[src/common/ftl_pkg.sv]
// ftl_pkg: offsets, reset values, field layout, codes and timing of the
// fan tachometer, indicator and keyboard code registers.
// assumes a single 125 MHz clock and byte-wide registers at byte offsets.
package ftl_pkg;

   typedef logic [7:0] ftl_byte_t;

   // register offsets
   localparam ftl_byte_t OFS_FAN_A_COUNT     = 8'h59;
   localparam ftl_byte_t OFS_FAN_B_COUNT     = 8'h5a;
   localparam ftl_byte_t OFS_FAN_A_START     = 8'h5b;
   localparam ftl_byte_t OFS_FAN_B_START     = 8'h5c;
   localparam ftl_byte_t OFS_INDICATOR_A     = 8'h5d;
   localparam ftl_byte_t OFS_INDICATOR_B     = 8'h5e;
   localparam ftl_byte_t OFS_KEY_CODE        = 8'h5f;
   localparam ftl_byte_t OFS_RSVD_FIRST      = 8'h60;
   localparam ftl_byte_t OFS_RSVD_LAST       = 8'h7f;

   // reset values
   localparam ftl_byte_t  RST_PULSE_COUNT    = 8'h00;
   localparam ftl_byte_t  RST_COUNT_START    = 8'h00;
   localparam logic [1:0] RST_INDICATOR      = 2'h0;
   localparam ftl_byte_t  RST_KEY_CODE       = 8'h00;

   // indicator control field
   localparam int         INDICATOR_LSB      = 0;
   localparam int         INDICATOR_W        = 2;
   localparam logic [1:0] IND_OFF            = 2'h0;
   localparam logic [1:0] IND_BLINK_EVEN     = 2'h1;
   localparam logic [1:0] IND_BLINK_SHORT    = 2'h2;
   localparam logic [1:0] IND_ON             = 2'h3;

   // tachometer divisor codes
   localparam logic [1:0] DIV_BY_1           = 2'h0;
   localparam logic [1:0] DIV_BY_2           = 2'h1;
   localparam logic [1:0] DIV_BY_4           = 2'h2;
   localparam logic [1:0] DIV_BY_8           = 2'h3;
   localparam logic [1:0] DIV_DEFAULT        = DIV_BY_2;
   localparam ftl_byte_t  COUNT_MAX          = 8'hff;

   // timing
   localparam int CLOCK_HZ                   = 125_000_000;
   localparam int BLINK_PHASE_MS             = 500;
   localparam int BLINK_PHASE_CYCLES         = CLOCK_HZ / 1000 * BLINK_PHASE_MS;
   localparam int TACH_TICK_HZ               = 22_500;
   localparam int TACH_BASE_CYCLES           = CLOCK_HZ / TACH_TICK_HZ;

   // tachometer channel states
   typedef enum logic [1:0] {
      TACH_WAIT_EDGE = 2'b01,
      TACH_COUNTING  = 2'b10
   } ftl_tach_state_e;

endpackage

[src/common/ftl_tach_if.sv]
// ftl_tach_if: link between the register bank and one tachometer channel.
// assumes the bank drives start, restart and divisor; the channel the count.
`timescale 1ns/100ps
interface ftl_tach_if;
   logic [7:0] start;    // preload value
   logic       restart;  // one-cycle pulse after a preload write
   logic [1:0] divisor;  // tick scaling code
   logic [7:0] count;    // latched pulse count

   modport bank (output start, output restart, output divisor, input count);
   modport tach (input start, input restart, input divisor, output count);
endinterface

[src/rtl/ftl_runtime_regs.sv]
// ftl_runtime_regs: runtime register bank for two fan tachometer
// channels, two indicator lamps and a keyboard code holding byte.
// assumes a plain single-cycle register port on i_clock; read data
// appear in the cycle after the read strobe and only there.
//
// Added by the designer: the strobed register port.
`timescale 1ns/100ps
module ftl_runtime_regs
   import ftl_pkg::*;
#(
   parameter int BLINK_CYCLES = BLINK_PHASE_CYCLES,
   parameter int TACH_CYCLES  = TACH_BASE_CYCLES
) (
   input  wire logic       i_clock,
   input  wire logic       i_reset,
   input  wire logic [7:0] i_address,
   input  wire logic [7:0] i_write_data,
   input  wire logic       i_write,
   input  wire logic       i_read,
   output logic      [7:0] o_read_data,
   input  wire logic       i_fan_channel_a_tach,
   input  wire logic       i_fan_channel_b_tach,
   input  wire logic [1:0] i_fan_channel_a_divisor,
   input  wire logic [1:0] i_fan_channel_b_divisor,
   output logic            o_indicator_a,
   output logic            o_indicator_b
);

   // stored register contents
   ftl_byte_t  fan_one_count_start;
   ftl_byte_t  fan_two_count_start;
   logic [1:0] indicator_a_control;
   logic [1:0] indicator_b_control;
   ftl_byte_t  keyboard_code_hold;

   // restart pulses toward the channels
   logic       restart_a;
   logic       restart_b;

   // links to the two tachometer channels
   ftl_tach_if tach_a ();
   ftl_tach_if tach_b ();

   // true when an address falls in the unused span at the top of the map
   function automatic logic in_reserved(input ftl_byte_t addr);
      in_reserved = (addr >= OFS_RSVD_FIRST) && (addr <= OFS_RSVD_LAST);
   endfunction

   // address decode
   wire hit_fan_a_count = (i_address == OFS_FAN_A_COUNT);
   wire hit_fan_b_count = (i_address == OFS_FAN_B_COUNT);
   wire hit_fan_a_start = (i_address == OFS_FAN_A_START);
   wire hit_fan_b_start = (i_address == OFS_FAN_B_START);
   wire hit_indicator_a = (i_address == OFS_INDICATOR_A);
   wire hit_indicator_b = (i_address == OFS_INDICATOR_B);
   wire hit_key_code    = (i_address == OFS_KEY_CODE);
   wire hit_reserved    = in_reserved(i_address);

   // write enables; count registers are read only and take no write
   wire wr_fan_a_start  = i_write & hit_fan_a_start;
   wire wr_fan_b_start  = i_write & hit_fan_b_start;
   wire wr_indicator_a  = i_write & hit_indicator_a;
   wire wr_indicator_b  = i_write & hit_indicator_b;
   wire wr_key_code     = i_write & hit_key_code;

   // indicator field as written, reserved bits dropped
   wire [1:0] write_indicator = i_write_data[INDICATOR_LSB +: INDICATOR_W];

   // read selection; anything unmapped or reserved answers zero
   ftl_byte_t read_select;
   always_comb begin
      read_select = 8'h00;
      if (hit_fan_a_count) begin
         read_select = tach_a.count;
      end else if (hit_fan_b_count) begin
         read_select = tach_b.count;
      end else if (hit_fan_a_start) begin
         read_select = fan_one_count_start;
      end else if (hit_fan_b_start) begin
         read_select = fan_two_count_start;
      end else if (hit_indicator_a) begin
         read_select = {6'h00, indicator_a_control};
      end else if (hit_indicator_b) begin
         read_select = {6'h00, indicator_b_control};
      end else if (hit_key_code) begin
         read_select = keyboard_code_hold;
      end else if (hit_reserved) begin
         read_select = 8'h00;
      end else begin
         read_select = 8'h00;
      end
   end

   // read data stand only in the cycle after the strobe, zero otherwise,
   // so a stale value never looks like a fresh answer
   always_ff @(posedge i_clock) begin
      if (i_reset) begin
         o_read_data <= 8'h00;
      end else if (i_read) begin
         o_read_data <= read_select;
      end else begin
         o_read_data <= 8'h00;
      end
   end

   // preload registers, one per channel
   always_ff @(posedge i_clock) begin
      if (i_reset) begin
         fan_one_count_start <= RST_COUNT_START;
         fan_two_count_start <= RST_COUNT_START;
      end else begin
         if (wr_fan_a_start) begin
            fan_one_count_start <= i_write_data;
         end
         if (wr_fan_b_start) begin
            fan_two_count_start <= i_write_data;
         end
      end
   end

   // preload write restarts
   // the pulse trails the write strobe by a cycle, landing with the store, so the channel loads the new
   // preload; rewriting the same value restarts as well
   always_ff @(posedge i_clock) begin
      if (i_reset) begin
         restart_a <= 1'b0;
         restart_b <= 1'b0;
      end else begin
         restart_a <= wr_fan_a_start;
         restart_b <= wr_fan_b_start;
      end
   end

   // indicator control fields; only the two low bits are kept
   always_ff @(posedge i_clock) begin
      if (i_reset) begin
         indicator_a_control <= RST_INDICATOR;
         indicator_b_control <= RST_INDICATOR;
      end else begin
         if (wr_indicator_a) begin
            indicator_a_control <= write_indicator;
         end
         if (wr_indicator_b) begin
            indicator_b_control <= write_indicator;
         end
      end
   end

   // keyboard code byte
   // stored as written, bit 0 lsb; no effect on any other logic
   always_ff @(posedge i_clock) begin
      if (i_reset) begin
         keyboard_code_hold <= RST_KEY_CODE;
      end else if (wr_key_code) begin
         keyboard_code_hold <= i_write_data;
      end
   end

   assign tach_a.start   = fan_one_count_start;
   assign tach_b.start   = fan_two_count_start;
   assign tach_a.restart = restart_a;
   assign tach_b.restart = restart_b;

   // divisor to channel
   // the divisor comes from the outside control register, whose reset
   // value selects divide by two
   assign tach_a.divisor = i_fan_channel_a_divisor;
   assign tach_b.divisor = i_fan_channel_b_divisor;

   ftl_tach #(
      .BASE_CYCLES (TACH_CYCLES)
   ) u_tach_a (
      .i_clock     (i_clock),
      .i_reset     (i_reset),
      .i_tach      (i_fan_channel_a_tach),
      .link        (tach_a.tach)
   );

   ftl_tach #(
      .BASE_CYCLES (TACH_CYCLES)
   ) u_tach_b (
      .i_clock     (i_clock),
      .i_reset     (i_reset),
      .i_tach      (i_fan_channel_b_tach),
      .link        (tach_b.tach)
   );

   // indicator lamp drive
   // both lamps run from one frame counter to save area
   ftl_blink #(
      .PHASE_CYCLES (BLINK_CYCLES)
   ) u_blink (
      .i_clock      (i_clock),
      .i_reset      (i_reset),
      .i_mode_a     (indicator_a_control),
      .i_mode_b     (indicator_b_control),
      .o_led_a      (o_indicator_a),
      .o_led_b      (o_indicator_b)
   );

endmodule

[src/rtl/ftl_tach.sv]
// ftl_tach: one fan tachometer channel, counts scaled ticks per fan pulse.
// assumes the fan pulse is asynchronous and the link restart is a pulse.
`timescale 1ns/100ps
module ftl_tach
   import ftl_pkg::*;
#(
   parameter int BASE_CYCLES = TACH_BASE_CYCLES
) (
   input  wire logic i_clock,
   input  wire logic i_reset,
   input  wire logic i_tach,
   ftl_tach_if.tach  link
);
   localparam int PW = $clog2(BASE_CYCLES + 1);
   localparam logic [PW-1:0] BASE_LAST = PW'(BASE_CYCLES - 1);

   logic [2:0]      sync;
   logic            level;
   logic            level_d;
   logic [PW-1:0]   prescale;
   logic [2:0]      div_count;
   logic [7:0]      running;
   ftl_tach_state_e state;

   wire             rise      = level & ~level_d;
   wire             base_tick = (prescale == BASE_LAST);
   wire [2:0]       div_last  = 3'((4'h1 << link.divisor) - 4'h1);
   wire             tick      = base_tick & (div_count == div_last);
   wire [7:0]       next_running = (running == COUNT_MAX) ? running : running + 8'h01;

   // three-stage sampling; the level moves only when the last two agree
   always_ff @(posedge i_clock) begin
      sync    <= {sync[1:0], i_tach};
      level_d <= level;
      if (i_reset) begin
         level <= 1'b0;
      end else if (sync[2] == sync[1]) begin
         level <= sync[2];
      end
   end

   // tick timebase; restarted with the count so a new period starts clean
   always_ff @(posedge i_clock) begin
      if (i_reset || link.restart || base_tick) begin
         prescale <= '0;
      end else begin
         prescale <= prescale + PW'(1);
      end
      if (i_reset || link.restart || tick) begin
         div_count <= 3'h0;
      end else if (base_tick) begin
         div_count <= div_count + 3'h1;
      end
   end

   // pulse period counter; first edge after a restart only opens a period
   always_ff @(posedge i_clock) begin
      if (i_reset) begin
         state      <= TACH_WAIT_EDGE;
         running    <= RST_COUNT_START;
         link.count <= RST_PULSE_COUNT;
      end else if (link.restart) begin
         state   <= TACH_WAIT_EDGE;
         running <= link.start;
      end else begin
         case (state)
            TACH_WAIT_EDGE: begin
               if (rise) begin
                  state   <= TACH_COUNTING;
                  running <= link.start;
               end
            end
            TACH_COUNTING: begin
               if (rise) begin
                  link.count <= running;
                  running    <= link.start;
               end else if (tick) begin
                  running <= next_running;
               end
            end
            default: state <= TACH_WAIT_EDGE;
         endcase
      end
   end
endmodule

[src/rtl/ftl_blink.sv]
// ftl_blink: shared half-second timebase driving both indicator outputs.
// assumes control codes come from flops on the same clock.
`timescale 1ns/100ps
module ftl_blink
   import ftl_pkg::*;
#(
   parameter int PHASE_CYCLES = BLINK_PHASE_CYCLES
) (
   input  wire logic       i_clock,
   input  wire logic       i_reset,
   input  wire logic [1:0] i_mode_a,
   input  wire logic [1:0] i_mode_b,
   output logic            o_led_a,
   output logic            o_led_b
);
   localparam int CW = $clog2(PHASE_CYCLES + 1);
   localparam logic [CW-1:0] PHASE_LAST = CW'(PHASE_CYCLES - 1);

   logic [CW-1:0] phase_count;
   logic [1:0]    phase;       // four half-second slots, a two second frame

   // lamp level for a control code in the current slot
   function automatic logic led_level(input logic [1:0] mode, input logic [1:0] slot);
      case (mode)
         IND_OFF:         led_level = 1'b0;
         IND_ON:          led_level = 1'b1;
         IND_BLINK_EVEN:  led_level = ~slot[0];
         IND_BLINK_SHORT: led_level = (slot == 2'h0);
         default:         led_level = 1'b0;
      endcase
   endfunction

   // free running frame; both lamps share it so their blinks stay in step
   always_ff @(posedge i_clock) begin
      if (i_reset) begin
         phase_count <= '0;
         phase       <= 2'h0;
      end else if (phase_count == PHASE_LAST) begin
         phase_count <= '0;
         phase       <= phase + 2'h1;
      end else begin
         phase_count <= phase_count + CW'(1);
      end
   end

   // registered lamp outputs
   always_ff @(posedge i_clock) begin
      if (i_reset) begin
         o_led_a <= 1'b0;
         o_led_b <= 1'b0;
      end else begin
         o_led_a <= led_level(i_mode_a, phase);
         o_led_b <= led_level(i_mode_b, phase);
      end
   end
endmodule

[config.mk]
export PLATFORM = sky130hd
export DESIGN_NAME = ftl_runtime_regs
export DESIGN_NICKNAME = d
export VERILOG_FILES = /design/src/common/ftl_pkg.sv /design/src/common/ftl_tach_if.sv /design/src/rtl/ftl_runtime_regs.sv /design/src/rtl/ftl_tach.sv /design/src/rtl/ftl_blink.sv
export SDC_FILE = /design/constraint.sdc
export NUM_CORES = 1
export LEC_CHECK = 0
export ABC_AREA = 0
export BUFFER_PORTS_ARGS = -buffer_cell sky130_fd_sc_hd__buf_2
export CAP_MARGIN = 25
export CORE_ASPECT_RATIO = 0.6
export CORE_MARGIN = 1
export CORE_UTILIZATION = 40
export DETAILED_ROUTE_END_ITERATION = 16
export GPL_TIMING_DRIVEN = 1
export SLEW_MARGIN = 0
export SYNTH_ARGS = -nofsm -noshare
export SYNTH_HDL_FRONTEND = slang
export SYNTH_SLANG_ARGS = --single-unit
[constraint.sdc]
create_clock -name i_clock -period 5.7 [get_ports i_clock]
set_input_delay 0.57 -clock i_clock [delete_from_list [all_inputs] [get_ports i_clock]]
set_output_delay 0.57 -clock i_clock [all_outputs]
set_load 0.005 [all_outputs]
# Yosys cells after proc, flatten, opt, wreduce, memory -nomap -nowiden

Cells that the tools add are included.

Add/subtract/negate cells: 10
Eq/ne operators: 34
Shifts and indexed selects: 2
Mux-type cells: 25
Bitwise operators: 17
Reductions and logical operators: 21

Operator list:

| cell                    | number |
|---|---|
| $mux W8                 | 17 |
| $eq A8 B7 Y1 const B    | 7 |
| $pmux W8 S2             | 2 |
| $add A13 B1 Y13 const B | 2 |
| $add A26 B1 Y26 const B | 1 |
| $eq A13 B13 Y1 const B  | 2 |
| $eq A26 B26 Y1 const B  | 1 |
| $add A8 B1 Y8 const B   | 2 |
| $eq A8 B8 Y1 const B    | 2 |
| $eq A2 B2 Y1 const B    | 6 |
| $and A1 B1 Y1           | 9 |
| $eq A2 B1 Y1 const B    | 4 |
| $ne A4 B2 Y1 const B    | 2 |
| $ne A4 B3 Y1 const B    | 2 |
| $not A1 Y1              | 8 |
| $pmux W1 S4             | 2 |
| $pmux W2 S2             | 2 |
| $reduce_and A4 Y1       | 2 |
| $reduce_or A2 Y1        | 4 |
| $add A3 B1 Y3 const B   | 2 |
| $eq A3 B3 Y1            | 2 |
| $logic_not A2 Y1        | 3 |
| $logic_or A1 B1 Y1      | 6 |
| $ne A3 B2 Y1 const B    | 2 |
| other kinds (9)         | 17 |

Flip-flop bits (word level): 146
Input port bits: 26
Output and inout port bits: 10
Word-level logic and storage cells: 137

# Logic depth before layout (Yosys ltp)

Gate-level depths: netlist of the first run.

Word-level depth: 8
Mapped depth: 8
Depth with buffers taken out: 7

# Modules after synthesis

A second synthesis of the first run with hierarchy kept.

Cells, all modules: 778
Area total of the unflattened synthesis: 7018.0 µm²

Modules (own cells, without submodules):

| module               | instances | cells each | area each (µm²) | seq. area each (µm²) |
|---|---|---|---|---|
| ftl_runtime_regs     | 1         | 184        | 1886.8          | 760.7 |
| ftl_tach at u_tach_b | 1         | 216        | 1881.8          | 780.7 |
| ftl_tach at u_tach_a | 1         | 212        | 1833.0          | 780.7 |
| ftl_blink            | 1         | 166        | 1416.4          | 600.6 |

# Worst setup path before layout of the first run

Ideal clock, no wire load.

Path kind: input port to flip-flop
Start: input i_fan_channel_b_divisor[0]
End: register u_tach_b.running[0]
Library setup time: 0.119 ns
Data arrival time: 1.881 ns
Data required time: 5.581 ns
Path slack: 3.700 ns
Stages: 6
Path buffers: 1
Cell sequence: or4_4 mux2i_4 o211ai_4 and2_4 buf_6 o221a_1

Cells in the longest elaborated chain, start to end: 6

RTL lines:

| element                            | RTL line               | RTL |
|---|---|---|
| start: declaration                 | ftl_runtime_regs.sv:24 | `input wire logic [1:0] i_fan_channel_b_divisor,` |
| $shl A1 B2 Y3                      | ftl_tach.sv:27         | `wire [2:0] div_last = 3'((4'h1 << link.divisor) - 4'h1);` |
| $sub A3 B1 Y3                      | ftl_tach.sv:27         |  |
| $eq A3 B3 Y1                       | ftl_tach.sv:28         | `wire tick = base_tick & (div_count == div_last);` |
| $and A1 B1 Y1                      | ftl_tach.sv:28         |  |
| $ne A4 B2 Y1 (no source line)      | -                      |  |
| $reduce_and A4 Y1 (no source line) | -                      |  |
| end signal: assignment             | ftl_tach.sv:64         | `running <= link.start;` |
| end signal: assignment             | ftl_tach.sv:70         | `running <= link.start;` |
| end signal: assignment             | ftl_tach.sv:76         | `running <= link.start;` |
| end: declaration                   | ftl_tach.sv:22         | `logic [7:0] running;` |

Every way passes these cells.
A chain may end at the register's enable or synchronous reset.

# Final worst setup path of the first run

Start: register u_blink.phase_count[0]
End: register u_blink.phase_count[10]

Cells in the longest elaborated chain, start to end: 2
Elaborated cells on any way between the ends: 3
Classes of those cells: add/sub (1); eq/ne (1); reduce/logical (1)

RTL lines:

| element                                                 | RTL line        | RTL |
|---|---|---|
| start: declaration                                      | ftl_blink.sv:19 | `logic [CW-1:0] phase_count;` |
| start signal: assignment                                | ftl_blink.sv:42 | `phase_count <= phase_count + CW'(1);` |
| branches (longest 2 deep; another with $add A26 B1 Y26) | -               |  |

Several ways; the timed one is not identified.

==> results.md, run 1 <==
- GPL Wtd Cong: 0.906
- Clock sink count: 146
- Grt met1 use: 0.298
- Initial antenna violation count: 1
- Chip height: 102 um
- Pins Over Slew Limit: 0
- Root Driver: clkbuf_16
- Post-CTS Setup Bufs: 0
- Vias/cell: 5.23
- Clk pin slew, worst setup/hold paths: 60 ps
- Crit path launch type: flip-flop
- Htree depth: 4
- Row count: 36
- Post-DP Area: 6940 um^2
- RSZ-0062 raised after global routing: no
- GRT Max-Usage Layer: met1
- Slew @ Worst Pin: 961 ps
- Synth Area in Compound Gates: 0.137
- Clk_lat worst skew: 410 ps
- Post-Route Setup TNS: 0 ps
- Inserted Clock Buffers: 17
- Drt pass-1 iters: 5
- Post-Route Skew: 8.78 ps
- Filler cells: 1,537
- Fmax: 408 MHz
- GRT Total Usage: 0.178
- Initial Util: 0.408
- Syn Inst Count: 762
- # setup viols final: 0
- Synth Register Bits: 146
- Ys async rst share: 0
- Largest family of logic cells by synthesized area: simple AND/OR/NAND/NOR gates
- Met3 GRT Util: 0.0422
- Syn nets: 798
- Period utilization: 0.430
- Chip width: 168 um
- Max_cap viols: 0
- Post-synth EDFFs: 0
- Final ANT Viol Nets: 0
- Distinct cells, synth: 64
- CTS Hold Bufs: 0
- Initial DRC Count: 510
- Mux share of post-synthesis cell area: 0.0465
- Fin. Hold Viols: 0
- Min Tclk post-route: 2450 ps
- Top FF cell, synth: dfxtp_1
- Die area: 17,100 um^2
- Leakage power: 2.64 nW
- Critical setup path kind: flip-flop to flip-flop
- Largest net degree at the start of global routing: 72
- Outcome: finished, final reports clean
- Synth Area in XOR/XNOR: 0.0661
- Layout cell share with drive strength beyond 1: 0.117
- VDD IR-drop max: 146 uV
- Drt total wl: 14,800 um
- M2 GR Usage: 0.209
- WL/cell: 14.6 um
- CP required: 5970 ps
- CP max FO: 26
- Adder-Cell Fraction of Synth Area: 0.0189
- Port Buffers: 35
- Mapped cell area: 6620 um^2
- R2R depth: 6
- Drt drc: 0
- Crit. End Element: flip-flop
- Global-route wire length before repair: 24,100 um
- CTS tree: done
- Syn avg cell area: 8.69 um^2
- Post-CTS Resized: 0
- Synth-to-Final Area Change: 14.0%
- Ports: 36
- Core Area: 16,200 um^2
- Relative slew slack: 0.358
- Simple-Gate Fraction of Synth Area: 0.261
- Sequential element share of the synthesized area: 0.441
- Clock Path Buffers: 2
- Vias in the first global route: 4,598
- Hpwl dp: 10,400 um
- Design area: 7550 um^2
- DR vias: 5,287
- Min-Delay Path Class: input pin to flip-flop
- Synth warn: 0
- Overflow after GRT: 0
- WP data arrival: 2720 ps
- Pwr dens: 301 nW/um^2
- Nets: 824
- Hold Path Depth: 1
[routing by layer]
layer / up-vias / wire length, um
li1: 2750 / -
met1: 2397 / 8620
met2: 128 / 5180
met3: 12 / 903
met4: 0 / 94
met5: - / 0
[synthesized netlist by cell type, types with 13 or more instances]
cell | instances | share of area
dfxtp_1 | 146 | 0.44
nor2_1 | 100 | 0.057
nand2_1 | 79 | 0.045
a21oi_1 | 66 | 0.050
nand3_1 | 42 | 0.032
xnor2_1 | 29 | 0.038
nor3_1 | 26 | 0.020
o21ai_0 | 26 | 0.020
mux2i_1 | 24 | 0.036
clkbuf_1 | 23 | 0.013
xor2_1 | 21 | 0.028
and3_1 | 16 | 0.015
inv_1 | 16 | 0.0091
nor2b_1 | 13 | 0.012
[layout by cell type, fill, tap and decap left out, types with 3 or more instances in the layout]
master       n
inv_6        4
o32ai_2      6
inv_1       16
or2_2        3
o21ai_0     26
a31oi_1      5
and2_1      10
inv_8        3
xor2_1      21
mux2i_1     24
o22ai_1      4
nand4b_1     3
clkinv_4     3
nand2_1     79
clkbuf_16   17
nand3_1     42
o32ai_1      5
a21oi_1     66
xnor2_1     29
a22oi_1      7
and3_1      16
dfxtp_1    146
or3_1        3
nor3b_1      3
nor3_1      26
nand2b_1     5
nor4bb_1     4
nor2_1     100
nand3b_1     3
nor4_1       7
nor2b_1     13
and4_1       7
nand4_1      9
ha_1        10
nor4b_1      3
buf_2       35
[cell families after synthesis]
group	after synthesis
compound gates	137
buf+inv	46
flops	146
mux	27
fa+ha+maj	10
simple gates	346
xor+xnor	50
[stage by stage]
| stage | utilization | hold slack [ps] | setup WS (ps) | power, mW | instances |
|---|---|---|---|---|---|
| 2_1_floorplan | - | 310 | 3700 | 1.13 | 762 |
| 3_3_place_gp | 0.428 | 313 | 3020 | 1.15 | 978 |
| 3_5_place_dp | 0.428 | 312 | 2920 | 1.15 | 978 |
| 4_1_cts | 0.466 | 244 | 3190 | 2.30 | 1010 |
| 5_1_grt | 0.466 | 239 | 2960 | 2.36 | 1010 |
| 6_report | 0.466 | 256 | 3250 | 2.28 | 1011 |
[flip-flops by register name (all words and copies together), names as in the netlist, 8 cells and up]
signal               cells
u_tach_a.running         8
u_blink.phase_count     26
keyboard_code_hold       8
u_tach_b.prescale       13
o_read_data              8
u_tach_b.running         8
u_tach_b.link.count      8
u_tach_a.prescale       13
u_tach_a.link.count      8
fan_one_count_start      8
fan_two_count_start      8
[power by group]
part           total, mW  switching, mW  internal (mW)
Combinational     0.0887         0.0583         0.0304
Clock               1.14          0.471          0.673
Sequential          1.04         0.0104           1.03
[cell type report]
type,instances,area (um^2),area share
multi-input cells,570,3510,0.464
flip-flops and latches,146,2920,0.387
clock buffers,18,439,0.0581
well taps,209,262,0.0346
repair buffers,37,190,0.0252
clock inverters,14,170,0.0225
inverters,16,60.1,0.00795
diodes,1,2.50,0.000331
[critical path, cell delays in order, from the launching register on]
cell	delay (ps)
dfxtp_1	350
ha_1	260
nor4bb_1	260
nand4_1	140
nor4_2	430
or2_1	750
nor2_1	110
[worst paths after layout]
check	start	endpoint	slack (ps)
hold / removal	i_fan_channel_a_tach	u_tach_a.sync[0]$_DFF_P_	260
setup reg to reg	u_blink.phase_count[0]$_SDFF_PP0_	u_blink.phase_count[10]$_SDFF_PP0_	3250
hold reg to reg	u_tach_a.sync[0]$_DFF_P_	u_tach_a.sync[1]$_DFF_P_	330
setup / recovery	u_blink.phase_count[0]$_SDFF_PP0_	u_blink.phase_count[10]$_SDFF_PP0_	3250
(Power assumes the default switching activity.)
==> run 2: changes to the inputs <==
- clock period: 5.7 -> 2.2 ns (I/O delays scaled with it)
==> run 2 against run 1 <==
Net effect:
- cell count is 2.1% higher
- largest power group unchanged
- combinational power rose to 2.9 times the previous value
- clock power grew 140%
- critical path type unchanged
- core utilization is 0.88 points higher
- fmax rose by 26%
==> results.md, run 2 (synthesized netlist as in run 1, its figures left out) <==
- Drt drc: 0
- Initial antenna violation count: 0
- Critical setup path kind: flip-flop to flip-flop
- Hpwl dp: 11,000 um
- Fin. Hold Viols: 0
- Htree depth: 4
- Initial Util: 0.408
- Post-CTS Resized: 0
- Most flops, register: u_blink.phase_count
- Clk pin slew, worst setup/hold paths: 70 ps
- Most common cell after layout, fill and taps aside: dfxtp_1
- Final ANT Viol Nets: 0
- Min-Delay Path Class: input pin to flip-flop
- Max reg flops: 26
- Vias in the first global route: 4,810
- Chip height: 102 um
- Max_cap viols: 0
- Clock Path Buffers: 2
- Min Hold Slack: 74.3 ps
- Min Tclk post-route: 1950 ps
- WL/cell: 14.8 um
- Register area: 2920 um^2
- Port Buffers: 35
- Clk pwr share: 0.481
- CP required: 2530 ps
- Core Area: 16,200 um^2
- Row count: 36
- Pwr dens: 740 nW/um^2
- Period utilization: 0.887
- Final setup margin: 248 ps
- GRT Total Usage: 0.188
- Chip width: 168 um
- Post-Route Skew: 13.9 ps
- Layout cell share with drive strength beyond 1: 0.139
- Slew @ Worst Pin: 692 ps
- Non-Filler Instances: 1,032
- Clk_lat worst skew: 420 ps
- Worst slack, placed: 278 ps
- Net Switching: 1.42 mW
- CP max FO: 6
- Pins Over Slew Limit: 0
- Design area: 7700 um^2
- Largest regs: u_blink.phase_count (26), u_tach_a.prescale (13), u_tach_b.prescale (13)
- Clock sink count: 146
- Multi-input logic area: 3510 um^2
- Global-route wire length before repair: 25,200 um
- CP max-delay cell: a2111oi_4
- Overflow after GRT: 0
- Post-DP Area: 7120 um^2
- Drt total wl: 15,300 um
- RSZ-0062 raised after global routing: no
- VDD IR-drop max: 351 uV
- Combinational share of power: 0.045
- Crit path launch type: flip-flop
- Filler cells: 1,587
- Sw Share: 0.249
- Post-Route Setup TNS: 0 ps
- Synth-to-Final Area Change: 16.2%
- DR vias: 5,439
- Diodes inserted: 0
- GPL Wtd Cong: 0.856
- Flop pwr share: 0.474
- CP max stage delay: 430 ps
- Nets: 846
- Crit. End Element: flip-flop
- Core Util, Final: 0.475
- Inserted Clock Buffers: 17
- CP cell instances: or2_1 > a2111oi_4 > o2111a_1 > nor2_1 > o32ai_1
- Leakage power: 2.73 nW
- Vias/cell: 5.27
- Ports: 36
- Most frequent cells in the layout: 146 x dfxtp_1, 100 x nor2_1, 79 x nand2_1
- Outcome: finished, final reports clean
- CTS tree: done
- Drt pass-1 iters: 5
- WP data arrival: 2280 ps
- Total power: 5.69 mW
- # setup viols final: 0
- Largest net degree at the start of global routing: 37
- Fmax: 512 MHz
- Root Driver: clkbuf_16
- Die area: 17,100 um^2
- Initial DRC Count: 419
- Placed Cells: 998
- Relative slew slack: 0.539
- Cell Int Power: 4.28 mW
run 2: layer usage:
metal | wire length, um | vias to the layer above | GRT usage
li1 | - | 2792 | -
met1 | 8720 | 2465 | 0.313
met2 | 5370 | 167 | 0.227
met3 | 1060 | 15 | 0.0403
met4 | 130 | 0 | 0.0524
met5 | 0 | - | 0
run 2: power by group through the flow:
stage | Sequential [mW] | Combinational (mW) | Clock, mW
6_report | 2.70 | 0.257 | 2.74
5_1_grt | 2.70 | 0.285 | 2.91
3_3_place_gp | 2.76 | 0.252 | 0
4_1_cts | 2.70 | 0.256 | 2.80
3_5_place_dp | 2.76 | 0.252 | 0
2_1_floorplan | 2.75 | 0.162 | 0
run 2: area by class of cell:
| type | count | share of cell area |
|---|---|---|
| clock buffer | 18 | 0.0571 |
| clock inverter | 14 | 0.0156 |
| inverter | 16 | 0.00780 |
| multi-input combinational | 570 | 0.456 |
| sequential | 146 | 0.380 |
| tap | 209 | 0.0340 |
| timing repair buffer | 59 | 0.0501 |
run 2: what timing repair did:
action,CTS,global route
hold buffers,2,0
endpoints found under the hold margin,2,0
setup buffers,0,0
setup endpoints to repair,0,0
run 2: worst paths after layout:
kind	startpoint	slack, ps	end	cells after the start
worst max-delay path	u_tach_a.div_count[0]$_SDFFE_PP0P_	250	u_tach_a.running[6]$_SDFFE_PP0P_	5
worst min-delay path	i_write_data[7]	70	fan_one_count_start[7]$_SDFFE_PP0P_	3
worst max register to register	u_tach_a.div_count[0]$_SDFFE_PP0P_	250	u_tach_a.running[6]$_SDFFE_PP0P_	5
worst min register to register	u_tach_a.sync[0]$_DFF_P_	330	u_tach_a.sync[1]$_DFF_P_	0
run 2: worst max-delay path, delay by kind of cell, from the launching register on:
kind	cells	cell delay, ps
compound gates	3	1080
flops	1	350
simple gates	2	420
==> run 3: changes to the inputs <==
- CORE_MARGIN: 1 -> 2
- GPL_ROUTABILITY_DRIVEN: unset -> 0
==> run 3 against run 2 <==
Net effect:
- first-iteration DRC count increased by 19%
- cell count increased by 0.29%
- clock power increased by 3%
- wire length increased by 0.52%
- critical path depth unchanged
- critical endpoint is now u_tach_a.running[4]$_SDFFE_PP0P_
- clock skew decreased by 6.4 ps
- non-clock buffer count increased by 3
- sequential cell count unchanged
- core utilization increased by 0.12 points
- power increased by 1.5%
- worst setup slack got worse by 1.8 ps
- fmax about the same
==> results.md, run 3 (synthesized netlist as in run 1, its figures left out) <==
- Fin. Hold Viols: 0
- Largest net degree at the start of global routing: 30
- Chip height: 104 um
- Diodes inserted: 0
- Nets: 849
- Chip width: 170 um
- Drt total wl: 15,400 um
- Die area: 17,600 um^2
- Hold Path Depth: 3
- Relative slew slack: 0.551
- Crit path launch type: flip-flop
- Clock Path Buffers: 2
- Drt pass-1 iters: 5
- VDD IR-drop max: 495 uV
- DR vias: 5,401
- Vias/cell: 5.22
- WP data arrival: 2310 ps
- Row count: 36
- Clk_lat worst skew: 420 ps
- Htree depth: 4
- Min-Delay Path Class: input pin to flip-flop
- Hold_sp: i_write_data[2]
- Synth-to-Final Area Change: 16.5%
- Reg2Reg Setup Slack: 250 ps
- WL/cell: 14.8 um
- R2R depth: 5
- RSZ-0062 raised after global routing: no
- Max reg flops: 26
- Ports: 36
- Worst r2r src: u_tach_a.div_count[0]$_SDFFE_PP0P_
- Clk pin slew, worst setup/hold paths: 60 ps
- Vias in the first global route: 4,834
- Initial Util: 0.408
- Critical setup path kind: flip-flop to flip-flop
- GRT Total Usage: 0.181
- CP max FO: 8
- Slew @ Worst Pin: 674 ps
- Clock sink count: 146
- Most common cell after layout, fill and taps aside: dfxtp_1
- Fmax: 512 MHz
- Min Tclk post-route: 1950 ps
- Initial antenna violation count: 0
- Inserted Clock Buffers: 17
- Worst slack, placed: 261 ps
- Crit. End Element: flip-flop
- Largest regs: u_blink.phase_count (26), u_tach_a.prescale (13), u_tach_b.prescale (13)
- Outcome: finished, final reports clean
- RR Endpoint: u_tach_a.running[4]$_SDFFE_PP0P_
- # setup viols final: 0
- Post-Route Setup TNS: 0 ps
- Worst Setup SP: u_tach_a.div_count[0]$_SDFFE_PP0P_
- Most flops, register: u_blink.phase_count
- Leakage power: 2.74 nW
- Post-CTS Setup Bufs: 0
- Drt drc: 0
- Most frequent cells in the layout: 146 x dfxtp_1, 100 x nor2_1, 79 x nand2_1
- Post-Route Skew: 7.49 ps
- Global-route wire length before repair: 25,700 um
- CTS tree: done
- Pins Over Slew Limit: 0
- Final ANT Viol Nets: 0
- CP required: 2560 ps
- Period utilization: 0.888
- Max_cap viols: 0
- Hold Path Sink: fan_one_count_start[2]$_SDFFE_PP0P_
- Overflow after GRT: 0
- Core Area: 16,200 um^2
- Port Buffers: 35
- Final setup margin: 246 ps
- Pwr dens: 749 nW/um^2
- Hpwl dp: 11,100 um
- Layout cell share with drive strength beyond 1: 0.139
- Initial DRC Count: 497
- Root Driver: clkbuf_16
==> run 3: power by group <==
part | internal [mW] | leakage [nW] | switching [mW]
logic | 0.0983 | 1.29 | 0.160
clock network | 1.67 | 0.270 | 1.15
registers | 2.68 | 1.18 | 0.0234
total | 4.44 | 2.74 | 1.33
==> run 3: worst max-delay path: stages (launching register included) <==
cell	delay, ps
dfxtp_1	360
or2_1	270
a2111oi_4	430
o2111ai_2	330
a221o_1	430
o21ai_1	70
==> run 3: layout make-up <==
cell class	count	area (um^2)
clock buffers	19	433
clock inverters	13	136
fillers	1574	8500
inverters	16	60.1
multi-input cells	570	3510
flip-flops and latches	146	2920
well taps	209	262
repair buffers	62	395
==> run 3: how the worst max path moves through the flow <==
| stage | to | slack [ps] |
|---|---|---|
| 5_1_grt | u_tach_a.running[6]$_SDFFE_PP0P_ | 10 |
| 2_1_floorplan | u_blink.phase_count[12]$_SDFF_PP0_ | 360 |
| 3_5_place_dp | u_tach_a.running[4]$_SDFFE_PP0P_ | 260 |
| 4_1_cts | u_tach_a.running[4]$_SDFFE_PP0P_ | 250 |
| 3_3_place_gp | u_tach_a.running[4]$_SDFFE_PP0P_ | 320 |
| 6_report | u_tach_a.running[4]$_SDFFE_PP0P_ | 250 |
==> run 3: per-layer routing <==
metal  global-route usage  vias up  share of wire
met4               0.0476        0         0.0070
met1                0.305     2474           0.57
li1                     -     2782              -
met3               0.0447       13          0.067
met2                0.217      132           0.36
met5                    0        -              0
==> run 3: per-stage QoR <==
step           utilization  hold WS (ps)  instances  total power, mW  instance area, um^2
6_report             0.476          66.7       1035             5.78                 7720
5_1_grt              0.476          65.4       1035             5.99                 7720
4_1_cts              0.476          60.1       1035             5.83                 7720
3_5_place_dp         0.440           318       1001             3.01                 7130
3_3_place_gp         0.440           311       1001             3.01                 7130
2_1_floorplan            -           248        762             2.92                 6620
==> run 3: what timing repair did <==
item | CTS | global route
hold endpoints to repair | 2 | 0
hold buffers | 2 | 0
gates resized for setup | 0 | 0
